$ cat src/gpb_pkg.sv
// Shared constants for the port B, C and D pin logic
package gpb_pkg;

   // ****************************************
   // Register indices (byte address = 4 * index)
   // ****************************************
   localparam logic [5:0] IDX_PORT_B_LATCH = 6'h01;
   localparam logic [5:0] IDX_PORT_C_LATCH = 6'h02;
   localparam logic [5:0] IDX_PORT_D_LATCH = 6'h03;
   localparam logic [5:0] IDX_PORT_B_DIR = 6'h05;
   localparam logic [5:0] IDX_PORT_C_DIR = 6'h06;
   localparam logic [5:0] IDX_PORT_D_DIR = 6'h07;
   localparam logic [5:0] IDX_PORT_C_PUE = 6'h0e;
   localparam logic [5:0] IDX_PORT_D_PUE = 6'h0f;

   // ****************************************
   // Widths and reset values
   // ****************************************
   localparam int ADDR_W = 8;
   localparam int WORD_LSB = 2;
   localparam int PB_W = 8;
   localparam int PC_W = 7;
   localparam int PD_W = 8;
   localparam logic [7:0] CTRL_RESET = 8'h00;
   localparam logic [31:0] RDATA_ZERO = 32'h0000_0000;

   // ****************************************
   // Alternate pin positions
   // ****************************************
   localparam int PC_CAN_RX = 1;
   localparam int PC_CAN_TX = 0;
   localparam int PD_SPI_SS = 0;
   localparam int PD_TIMER_LSB = 4;
   localparam int TIMER_CHANS = 4;
   localparam int SPI_PINS = 4;

endpackage

$ cat src/gpb_pin_mux.sv
// Per-pin ownership, drive, pullup and read-back selection
`timescale 1ns/1ps
`default_nettype none

module gpb_pin_mux #(
   parameter int W = 8
) (
   input wire logic [W-1:0] latch,
   input wire logic [W-1:0] dir,
   input wire logic [W-1:0] pue,
   input wire logic [W-1:0] alt_own,
   input wire logic [W-1:0] alt_oe,
   input wire logic [W-1:0] alt_out,
   input wire logic [W-1:0] pin_in,
   output logic [W-1:0] next_oe,
   output logic [W-1:0] next_out,
   output logic [W-1:0] next_pullup,
   output logic [W-1:0] rd_val
);

   // ****************************************
   // Pin selection
   // ****************************************

   // Owner peripheral overrides direction, else direction bit drives
   always_comb begin
      next_oe = (alt_own & alt_oe) | (~alt_own & dir);
      next_out = ((alt_own & alt_out) | (~alt_own & latch)) & next_oe;
   end

   // Pullup only while enabled, direction input and not driven
   always_comb begin
      next_pullup = pue & ~dir & ~next_oe;
   end

   // Direction bit picks latch or pin level, even for owned pins
   always_comb begin
      rd_val = (dir & latch) | (~dir & pin_in);
   end

endmodule

`default_nettype wire

$ cat src/gpb_gpio_ports.sv
// Port B, C and D data and direction, port C and D pullup logic behind an APB slave
//
// Operation
// Port B read gives latch where direction 1, pin level where 0
// Data latches always writable; input pins read unaffected by latch writes
// Port C has seven pins with latch, direction and pullup
// Port C latches keep their contents through reset
// Port C direction 1 drives latch onto pin, 0 makes input
// Reset clears all port C direction bits
// Port C read gives latch for outputs, pin level for inputs
// Port C pullup only when enabled and pin is input
// Each port C pullup enable bit connects its own pullup
// CAN enable hands port C pins 1 and 0 to CAN
// Port D has eight pins shared with SPI and timers
// Port D latches at their index and keep contents through reset
// Timer edge/level selects claim port D timer pins
// SPI enable gives port D bit 3 to serial clock
// SPI enable gives port D bit 2 to MOSI
// SPI enable gives port D bit 1 to MISO
// SPI-owned pins ignore direction, direction still selects read-back
// Port D bit 0 is slave select when SPI enabled, not master
// Software loads latch before switching a pin to output
// Port D read gives latch for outputs, pin level for inputs
// Port D pullup only when enabled and pin is input
// Unused port C bit 7 reads zero and ignores writes
//
// The APB interface to the registers was left to the implementer.
`timescale 1ns/1ps
`default_nettype none

module gpb_gpio_ports (
   input wire logic clk,
   input wire logic rstn,
   input wire logic ce,
   // APB slave
   input wire logic psel,
   input wire logic penable,
   input wire logic pwrite,
   input wire logic [7:0] paddr,
   input wire logic [31:0] pwdata,
   input wire logic [3:0] pstrb,
   output logic [31:0] prdata,
   output logic pready,
   output logic pslverr,
   // Port B pins
   input wire logic [7:0] port_b_pin_in,
   output logic [7:0] port_b_pin_out,
   output logic [7:0] port_b_pin_oe,
   // Port C pins
   input wire logic [6:0] port_c_pin_in,
   output logic [6:0] port_c_pin_out,
   output logic [6:0] port_c_pin_oe,
   output logic [6:0] port_c_pullup,
   // Port D pins
   input wire logic [7:0] port_d_pin_in,
   output logic [7:0] port_d_pin_out,
   output logic [7:0] port_d_pin_oe,
   output logic [7:0] port_d_pullup,
   // CAN controller
   input wire logic can_pin_enable,
   input wire logic can_tx,
   output logic can_rx,
   // SPI module, index equals port D bit
   input wire logic spi_enable_bit,
   input wire logic spi_master_select,
   input wire logic [3:0] spi_pin_oe,
   input wire logic [3:0] spi_pin_out,
   // Timer modules, index 3..0 is port D bit 7..4
   input wire logic [7:0] edge_level_select,
   input wire logic [3:0] timer_pin_oe,
   input wire logic [3:0] timer_pin_out,
   // Sampled port D levels for SPI and timer inputs
   output logic [7:0] port_d_pin_level
);

   // ****************************************
   // Functions
   // ****************************************

   // Register index of an APB byte address
   function automatic logic [5:0] reg_index(input logic [7:0] addr);
      reg_index = addr[7:gpb_pkg::WORD_LSB];
   endfunction

   // Timer channel claims its pin when its select pair is nonzero
   function automatic logic chan_active(input logic [7:0] els, input int k);
      chan_active = |els[2*k +: 2];
   endfunction

   // ****************************************
   // Declarations
   // ****************************************

   logic [7:0] port_b_latch;
   logic [7:0] port_b_direction;
   logic [6:0] port_c_latch;
   logic [6:0] port_c_direction;
   logic [6:0] port_c_pullup_enable;
   logic [7:0] port_d_latch;
   logic [7:0] port_d_direction;
   logic [7:0] port_d_pullup_enable;

   logic setup;
   logic wr_en;
   logic [5:0] idx;
   logic [5:0] acc_idx;
   logic mapped;
   logic [7:0] rd_byte;

   logic [6:0] pc_own;
   logic [6:0] pc_alt_oe;
   logic [6:0] pc_alt_out;
   logic [7:0] pd_own;
   logic [7:0] pd_alt_oe;
   logic [7:0] pd_alt_out;
   logic [3:0] spi_own;
   logic [3:0] tim_own;

   logic [7:0] next_b_oe;
   logic [7:0] next_b_out;
   logic [7:0] b_rd;
   logic [6:0] next_c_oe;
   logic [6:0] next_c_out;
   logic [6:0] next_c_pullup;
   logic [6:0] c_rd;
   logic [7:0] next_d_oe;
   logic [7:0] next_d_out;
   logic [7:0] next_d_pullup;
   logic [7:0] d_rd;

   // ****************************************
   // APB decode
   // ****************************************

   // Setup decode for the answer, access decode for the write
   always_comb begin
      setup = psel & ~penable;
      idx = reg_index(paddr);
      acc_idx = reg_index(paddr);
      wr_en = psel & penable & pready & pwrite & pstrb[0] & ~|paddr[gpb_pkg::WORD_LSB-1:0];
   end

   // Read value of the addressed register
   always_comb begin
      mapped = 1'b1;
      rd_byte = gpb_pkg::CTRL_RESET;
      case (idx)
         gpb_pkg::IDX_PORT_B_LATCH: rd_byte = b_rd;
         gpb_pkg::IDX_PORT_C_LATCH: rd_byte = {1'b0, c_rd};
         gpb_pkg::IDX_PORT_D_LATCH: rd_byte = d_rd;
         gpb_pkg::IDX_PORT_B_DIR: rd_byte = port_b_direction;
         gpb_pkg::IDX_PORT_C_DIR: rd_byte = {1'b0, port_c_direction};
         gpb_pkg::IDX_PORT_D_DIR: rd_byte = port_d_direction;
         gpb_pkg::IDX_PORT_C_PUE: rd_byte = {1'b0, port_c_pullup_enable};
         gpb_pkg::IDX_PORT_D_PUE: rd_byte = port_d_pullup_enable;
         default: mapped = 1'b0;
      endcase
      if (paddr[1:0] != 2'h0) begin
         mapped = 1'b0;
      end
   end

   // Answer one cycle after setup, with data and error flag
   always_ff @(posedge clk or negedge rstn) begin
      if (!rstn) begin
         pready <= 1'b0;
         prdata <= gpb_pkg::RDATA_ZERO;
         pslverr <= 1'b0;
      end else if (ce) begin
         pready <= setup;
         if (setup) begin
            prdata <= mapped ? {24'h00_0000, rd_byte} : gpb_pkg::RDATA_ZERO;
            pslverr <= ~mapped;
         end else begin
            pslverr <= 1'b0;
         end
      end
   end

   // ****************************************
   // Data latches
   // ****************************************

   // No reset: contents survive system reset, writes ignore direction
   always_ff @(posedge clk) begin
      if (ce && wr_en) begin
         case (acc_idx)
            gpb_pkg::IDX_PORT_B_LATCH: port_b_latch <= pwdata[7:0];
            gpb_pkg::IDX_PORT_C_LATCH: port_c_latch <= pwdata[6:0];
            gpb_pkg::IDX_PORT_D_LATCH: port_d_latch <= pwdata[7:0];
            default: ;
         endcase
      end
   end

   // ****************************************
   // Direction and pullup enables
   // ****************************************

   // Cleared by reset, so every pin not owned by CAN, SPI or a timer starts as an input
   always_ff @(posedge clk or negedge rstn) begin
      if (!rstn) begin
         port_b_direction <= gpb_pkg::CTRL_RESET;
         port_c_direction <= gpb_pkg::CTRL_RESET[6:0];
         port_d_direction <= gpb_pkg::CTRL_RESET;
      end else if (ce && wr_en) begin
         case (acc_idx)
            gpb_pkg::IDX_PORT_B_DIR: port_b_direction <= pwdata[7:0];
            gpb_pkg::IDX_PORT_C_DIR: port_c_direction <= pwdata[6:0];
            gpb_pkg::IDX_PORT_D_DIR: port_d_direction <= pwdata[7:0];
            default: ;
         endcase
      end
   end

   // Per-pin pullup enable bits
   always_ff @(posedge clk or negedge rstn) begin
      if (!rstn) begin
         port_c_pullup_enable <= gpb_pkg::CTRL_RESET[6:0];
         port_d_pullup_enable <= gpb_pkg::CTRL_RESET;
      end else if (ce && wr_en) begin
         case (acc_idx)
            gpb_pkg::IDX_PORT_C_PUE: port_c_pullup_enable <= pwdata[6:0];
            gpb_pkg::IDX_PORT_D_PUE: port_d_pullup_enable <= pwdata[7:0];
            default: ;
         endcase
      end
   end

   // ****************************************
   // Alternate function ownership
   // ****************************************

   // CAN takes receive on bit 1 and transmit on bit 0
   always_comb begin
      pc_own = '0;
      pc_alt_oe = '0;
      pc_alt_out = '0;
      pc_own[gpb_pkg::PC_CAN_RX] = can_pin_enable;
      pc_own[gpb_pkg::PC_CAN_TX] = can_pin_enable;
      pc_alt_oe[gpb_pkg::PC_CAN_TX] = 1'b1;
      pc_alt_out[gpb_pkg::PC_CAN_TX] = can_tx;
   end

   // SPI takes bits 3..1, slave select only outside master mode
   always_comb begin
      spi_own = {gpb_pkg::SPI_PINS{spi_enable_bit}};
      spi_own[gpb_pkg::PD_SPI_SS] = spi_enable_bit & ~spi_master_select;
   end

   // Timer channels claim bits 7..4 by their select pairs
   always_comb begin
      for (int k = 0; k < gpb_pkg::TIMER_CHANS; k++) begin
         tim_own[k] = chan_active(edge_level_select, k);
      end
   end

   // Owned port D pins follow their peripheral, not direction
   always_comb begin
      pd_own = {tim_own, spi_own};
      pd_alt_oe = {timer_pin_oe, spi_pin_oe};
      pd_alt_out = {timer_pin_out, spi_pin_out};
   end

   // ****************************************
   // Pin muxes
   // ****************************************

   // Port B: plain I/O, no pullups
   gpb_pin_mux #(.W(gpb_pkg::PB_W)) u_mux_b (
      .latch(port_b_latch),
      .dir(port_b_direction),
      .pue('0),
      .alt_own('0),
      .alt_oe('0),
      .alt_out('0),
      .pin_in(port_b_pin_in),
      .next_oe(next_b_oe),
      .next_out(next_b_out),
      .next_pullup(),
      .rd_val(b_rd)
   );

   // Port C: seven pins shared with CAN
   gpb_pin_mux #(.W(gpb_pkg::PC_W)) u_mux_c (
      .latch(port_c_latch),
      .dir(port_c_direction),
      .pue(port_c_pullup_enable),
      .alt_own(pc_own),
      .alt_oe(pc_alt_oe),
      .alt_out(pc_alt_out),
      .pin_in(port_c_pin_in),
      .next_oe(next_c_oe),
      .next_out(next_c_out),
      .next_pullup(next_c_pullup),
      .rd_val(c_rd)
   );

   // Port D: shared with SPI and timers
   gpb_pin_mux #(.W(gpb_pkg::PD_W)) u_mux_d (
      .latch(port_d_latch),
      .dir(port_d_direction),
      .pue(port_d_pullup_enable),
      .alt_own(pd_own),
      .alt_oe(pd_alt_oe),
      .alt_out(pd_alt_out),
      .pin_in(port_d_pin_in),
      .next_oe(next_d_oe),
      .next_out(next_d_out),
      .next_pullup(next_d_pullup),
      .rd_val(d_rd)
   );

   // ****************************************
   // Registered pin outputs
   // ****************************************

   // Port B drive
   always_ff @(posedge clk or negedge rstn) begin
      if (!rstn) begin
         port_b_pin_oe <= '0;
         port_b_pin_out <= '0;
      end else if (ce) begin
         port_b_pin_oe <= next_b_oe;
         port_b_pin_out <= next_b_out;
      end
   end

   // Port C drive and pullups
   always_ff @(posedge clk or negedge rstn) begin
      if (!rstn) begin
         port_c_pin_oe <= '0;
         port_c_pin_out <= '0;
         port_c_pullup <= '0;
      end else if (ce) begin
         port_c_pin_oe <= next_c_oe;
         port_c_pin_out <= next_c_out;
         port_c_pullup <= next_c_pullup;
      end
   end

   // Port D drive and pullups
   always_ff @(posedge clk or negedge rstn) begin
      if (!rstn) begin
         port_d_pin_oe <= '0;
         port_d_pin_out <= '0;
         port_d_pullup <= '0;
      end else if (ce) begin
         port_d_pin_oe <= next_d_oe;
         port_d_pin_out <= next_d_out;
         port_d_pullup <= next_d_pullup;
      end
   end

   // Pin levels handed to CAN, SPI and timer inputs
   always_ff @(posedge clk or negedge rstn) begin
      if (!rstn) begin
         can_rx <= 1'b0;
         port_d_pin_level <= '0;
      end else if (ce) begin
         can_rx <= port_c_pin_in[gpb_pkg::PC_CAN_RX];
         port_d_pin_level <= port_d_pin_in;
      end
   end

endmodule

`default_nettype wire

$ cat config.mk
export PLATFORM = sky130hd
export DESIGN_NAME = gpb_gpio_ports
export DESIGN_NICKNAME = d
export VERILOG_FILES = /design/src/gpb_pkg.sv /design/src/gpb_pin_mux.sv /design/src/gpb_gpio_ports.sv
export SDC_FILE = /design/constraint.sdc
export NUM_CORES = 1
export LEC_CHECK = 0
export ABC_CLOCK_PERIOD_IN_PS = 4410
export BUFFER_PORTS_ARGS = -buffer_cell sky130_fd_sc_hd__clkbuf_2
export CAP_MARGIN = 10
export CORE_MARGIN = 3
export CORE_UTILIZATION = 44
export DETAILED_ROUTE_END_ITERATION = 8
export PLACE_DENSITY_LB_ADDON = 0.12
export SLEW_MARGIN = 20
export SYNTH_ARGS = -nofsm -noshare
export SYNTH_HDL_FRONTEND = slang
export SYNTH_HIERARCHICAL = 1
export SYNTH_SLANG_ARGS = --single-unit
$ cat constraint.sdc
create_clock -name clk -period 4.41 [get_ports clk]
set_input_delay 0.882 -clock clk [delete_from_list [all_inputs] [get_ports clk]]
set_output_delay 0.882 -clock clk [all_outputs]
set_load 0.01 [all_outputs]
; Word level (Yosys, flattened, before mapping)
; Cells that the tools add are included.
[totals]
register_bits = 165
elab_cells = 95
out_inout_bits = 104
[op_classes]
muxes = 5
eq_ne = 8
reduce_logical = 18
bitwise = 43
[op_table]
columns = cell, n
row1 = $and 8x8->8, 11
row2 = $pmux 8 s8, 1
row3 = $and 7x7->7, 7
row4 = $not 8->8, 4
row5 = $or 8x8->8, 4
row6 = $eq 6x3->1 const B, 3
row7 = $reduce_and 2->1, 9
row8 = $not 7->7, 2
row9 = $or 7x7->7, 2
row10 = $eq 6x2->1 const B, 2
row11 = $eq 6x4->1 const B, 2
row12 = $reduce_or 2->1, 5
row13 = $mux 8, 1
row14 = $reduce_or 8->1, 1
row15 = $and 1x1->1, 7
row16 = $not 2->7, 1
row17 = $or 1x7->7, 1
row18 = $eq 6x1->1 const B, 1
row19 = $mux 1, 3
row20 = $not 1->1, 3
row21 = $and 2x1->2, 1
row22 = $reduce_bool 2->1, 1
row23 = $logic_and 1x1->1, 1
row24 = $logic_not 1->1, 1

; Logic depth before layout (Yosys ltp)
[depth]
word_depth = 7
ltp_mapped = 7

; Hierarchy
; The synthesis kept the hierarchy.
[by_module_without_submodules]
columns = module, area_per_inst_um2, instances, seq_area_each_um2, cells_each
row1 = gpb_gpio_ports, 5950.7, 1, 3643.5, 400
row2 = gpb_pin_mux (u_mux_b ...), 330.3, 2, 0.0, 72
row3 = gpb_pin_mux (u_mux_c), 289.0, 1, 0.0, 63

; Least setup slack after synthesis
; Ideal clock, no wire load.
[synth_path]
path_kind = input -> register
start = input ce
end = register port_d_pullup_enable[0]
path_stages = 6
arrival_ns = 2.062
path_slack_ns = 2.224
path_cell_list = buf_4 > nand2_2 > nor3_4 > nand2_2 > nor3_4 > mux2_2
[synth_between]
elab_chain_cells = 2
[synth_lines]
columns = element, line_no
row1 = "start, declared", gpb_gpio_ports.sv:34  ; input wire logic ce,
row2 = $logic_and 1x1->1, gpb_gpio_ports.sv:221  ; end else if (ce && wr_en) begin
row3 = $reduce_and 2->1 (no line), n/a
row4 = "end signal, assigned", gpb_gpio_ports.sv:220  ; port_d_pullup_enable <= gpb_pkg::CTRL_RESET;
row5 = "end signal, assigned", gpb_gpio_ports.sv:224  ; gpb_pkg::IDX_PORT_D_PUE: port_d_pullup_enable <= pwdata[7:0];
row6 = "end, declared", gpb_gpio_ports.sv:101  ; logic [7:0] port_d_pullup_enable;
; No other way between the ends.
; A chain may end at the register's enable or synchronous reset.

; Final worst setup path
[layout_path]
start = input paddr[3]
end = register prdata[4]
[layout_between]
elab_chain_cells = 5
[layout_lines]
columns = element, line_no
row1 = "start, declared", gpb_gpio_ports.sv:39  ; input wire logic [7:0] paddr,
row2 = $eq 6x4->1 (tied with other cells), gpb_gpio_ports.sv:147  ; case (idx)
row3 = $reduce_or 8->1 (no line), n/a
row4 = $mux 1, gpb_gpio_ports.sv:147
row5 = $mux 1, gpb_gpio_ports.sv:158  ; if (paddr[1:0] != 2'h0) begin
row6 = $mux 8 *, gpb_gpio_ports.sv:172  ; prdata <= mapped ? {24'h00_0000, rd_byte} : gpb_pkg::RDATA_ZERO;
row7 = "end signal, assigned", gpb_gpio_ports.sv:167  ; prdata <= gpb_pkg::RDATA_ZERO;
row8 = "end signal, assigned", gpb_gpio_ports.sv:172
row9 = "end, declared", gpb_gpio_ports.sv:42  ; output logic [31:0] prdata,
; Mark *: on every way between the ends. The rest lies on a longest branch, timed or not.

==> metrics.md <==
| Metric | Value |
|---|---|
| Port Buffers | between 150 and 200 |
| Tcrit/Tclk final | 0.583 |
| Worst Tran Pin Value | around 1.0 ns |
| Highest Signal Layer | met4 |
| Clock tree buffer depth | 2 |
| Crit-path leading delay family | simple AND/OR/NAND/NOR gates |
| Met3 Routed Length | 983 um |
| WL final | 17.1 mm |
| Crit path kind | in -> reg |
| Layout Skew | around 0.012 ns |
| CTS tree | done |
| Core Rows | 44 |
| Syn_area_per_cell | around 11 um2 |
| TNS Setup | 0 ns |
| Syn Std Cell Area | 6850 um2 |
| Gpl congestion | 0.866 |
| Area Growth Syn to Fin | 26.0% |
| Overall routing resource usage | 0.207 |
| DIE HEIGHT | 131 um |
| First-pass GRT wire length | 26.7 mm |
| Max-Slew Margin vs Limit | 0.321 |
| Dpl hpwl | between 10 and 15 mm |
| Status | finished clean |
| Place WS | between 1 and 1.5 ns |
| Initial DRC count | 146 |
| Arr. time, crit path | a little under 3 ns |
| YS warnings | 6 |
| Starting Density | 0.461 |
| Nets | 953 |
| CP max-delay cell | nor2b_1 |
| Worst-path cell chain | clkbuf_2 -> nor2b_1 -> a32oi_1 -> a21boi_0 -> a2111oi_0 -> o21ai_0 |
| CTS hold repair buffers | 0 |
| Max rail drop VDD | roughly 0.25 mV |
| WL met1 | roughly 7.7 mm |
| Clock buffer count from CTS | 17 |
| Clock slew at reported path FFs | around 0.06 ns |
| Post-CTS setup buffers | 0 |
| Worst Hold Slack | 0.484 ns |
| Depth of the CTS H-tree | 4 |
| WP buf/inv | 1 |
| Pleak | roughly 4.3 nW |
| Sink Count | between 100 and 150 |
| DR pass1 iterations | 5 |
| GRT overflow | 0 |
| Max cap viols | 0 |
| Die width | roughly 130 um |
| RSZ-0062 raised after global routing | no |
| Wire per inst | approximately 16 um |
| Vias post-DR | approximately 5200 |
| DRC | 0 |
| Routed Antenna Nets | 0 |
| Max Slew Vio Count | 0 |
| Flop-to-flop setup slack | between 2 and 2.5 ns |
| Max Clk Rate | between 0.3 and 0.4 GHz |
| Crit. End Element | register |
| CP Launch Type | primary input |
| Vias in the first global route | about 5200 |
| Ports | about 210 |
| Data required time at the worst endpoint | between 4 and 5 ns |
| Crit path max fanout | 22 |
| Root Driver | clkbuf_16 |
| Largest net degree at the start of global routing | 119 |
| Share of cells above drive strength 1 | 0.373 |
| Initial antenna violation count | 0 |
| Diodes inserted | 0 |
| Core area | 14900 um2 |
| Resized Gates After CTS | 0 |
| Clk_lat worst skew | between 0.4 and 0.5 ns |
| Final Hold Vio Count | 0 |
| Full die area | between 15000 and 20000 um2 |
| Max incr delay on CP | ~0.87 ns |
| Final worst setup slack | 1.84 ns |
| Pwr/cell area | 356 nW/um2 |
| Syn Inst Count | between 500 and 600 |
| Via density | a little under 5 |
| Final setup viols | 0 |
| Tmin final | roughly 2.6 ns |
| Met2 wire len | around 8.1 mm |
| Hold WC Path Type | reg -> reg |
==> cells in the final DEF (no fill, tap or decap), types with 5 or more instances in the layout <==
cell type    n
a22oi_1     17
and3_1      15
clkbuf_1     5
clkbuf_16   17
clkbuf_2   151
conb_1     120
dfrtp_1    118
edfxtp_1    23
inv_1       49
mux2_2     121
nand2_1     57
nand3_1     23
nor2_1       8
nor2b_1      5
o21ai_0     78
o221a_2      5
or2_2        5
==> path summary, 6_finish.rpt <==
path,start,to,depth (start not counted)
max,paddr[3],prdata[4],6
min in group asynchronous,rstn,port_b_pin_out[6],2
max reg2reg,port_d_direction[4],prdata[4],7
min reg2reg,prdata[6],prdata[6],2
min,prdata[6],prdata[6],2
max in group asynchronous,rstn,port_b_direction[2],2
==> power breakdown <==
| part | total, W | switching [W] | internal, W |
|---|---|---|---|
| Clock | 0.00139 | 0.000517 | 0.000878 |
| Combinational | 0.000293 | 0.000172 | 0.000122 |
| Sequential | 0.00139 | 0.0000221 | 0.00137 |
==> final cells by class <==
| class | instances | area [um2] |
|---|---|---|
| fillers | 1319 | 6230 |
| flip-flops and latches | 141 | 3640 |
| multi-input cells | 488 | 3210 |
| repair buffers | 155 | 798 |
| clock buffers | 22 | 444 |
| well taps | 184 | 230 |
| inverters | 49 | 184 |
| clock inverters | 9 | 120 |
==> layer usage <==
layer / up-vias / global-route usage
met5: - / 0
li1: 2499 / -
met2: 170 / 0.323
met1: 2474 / 0.279
met3: 24 / 0.0545
met4: 0 / 0.0786
==> metrics by stage <==
stage,utilization,std cells,total power (W),cell area [um2]
final,0.581,1048,0.00308,8630
after detailed placement,0.543,1017,0.00171,8070
after floorplan,-,717,0.00158,7290
after global routing,0.581,1048,0.00321,8630
after global placement,0.543,1017,0.00170,8070
after CTS,0.581,1048,0.00311,8630
==> worst min-delay path, delay by kind of cell (launching register included) <==
family	cells	cell delay [ns]
flip-flops	1	0.34
AO/OA/AOI/OAI	1	0.06
AND/OR/NAND/NOR	1	0.05
Note: power is estimated with default switching activity, not from simulation.
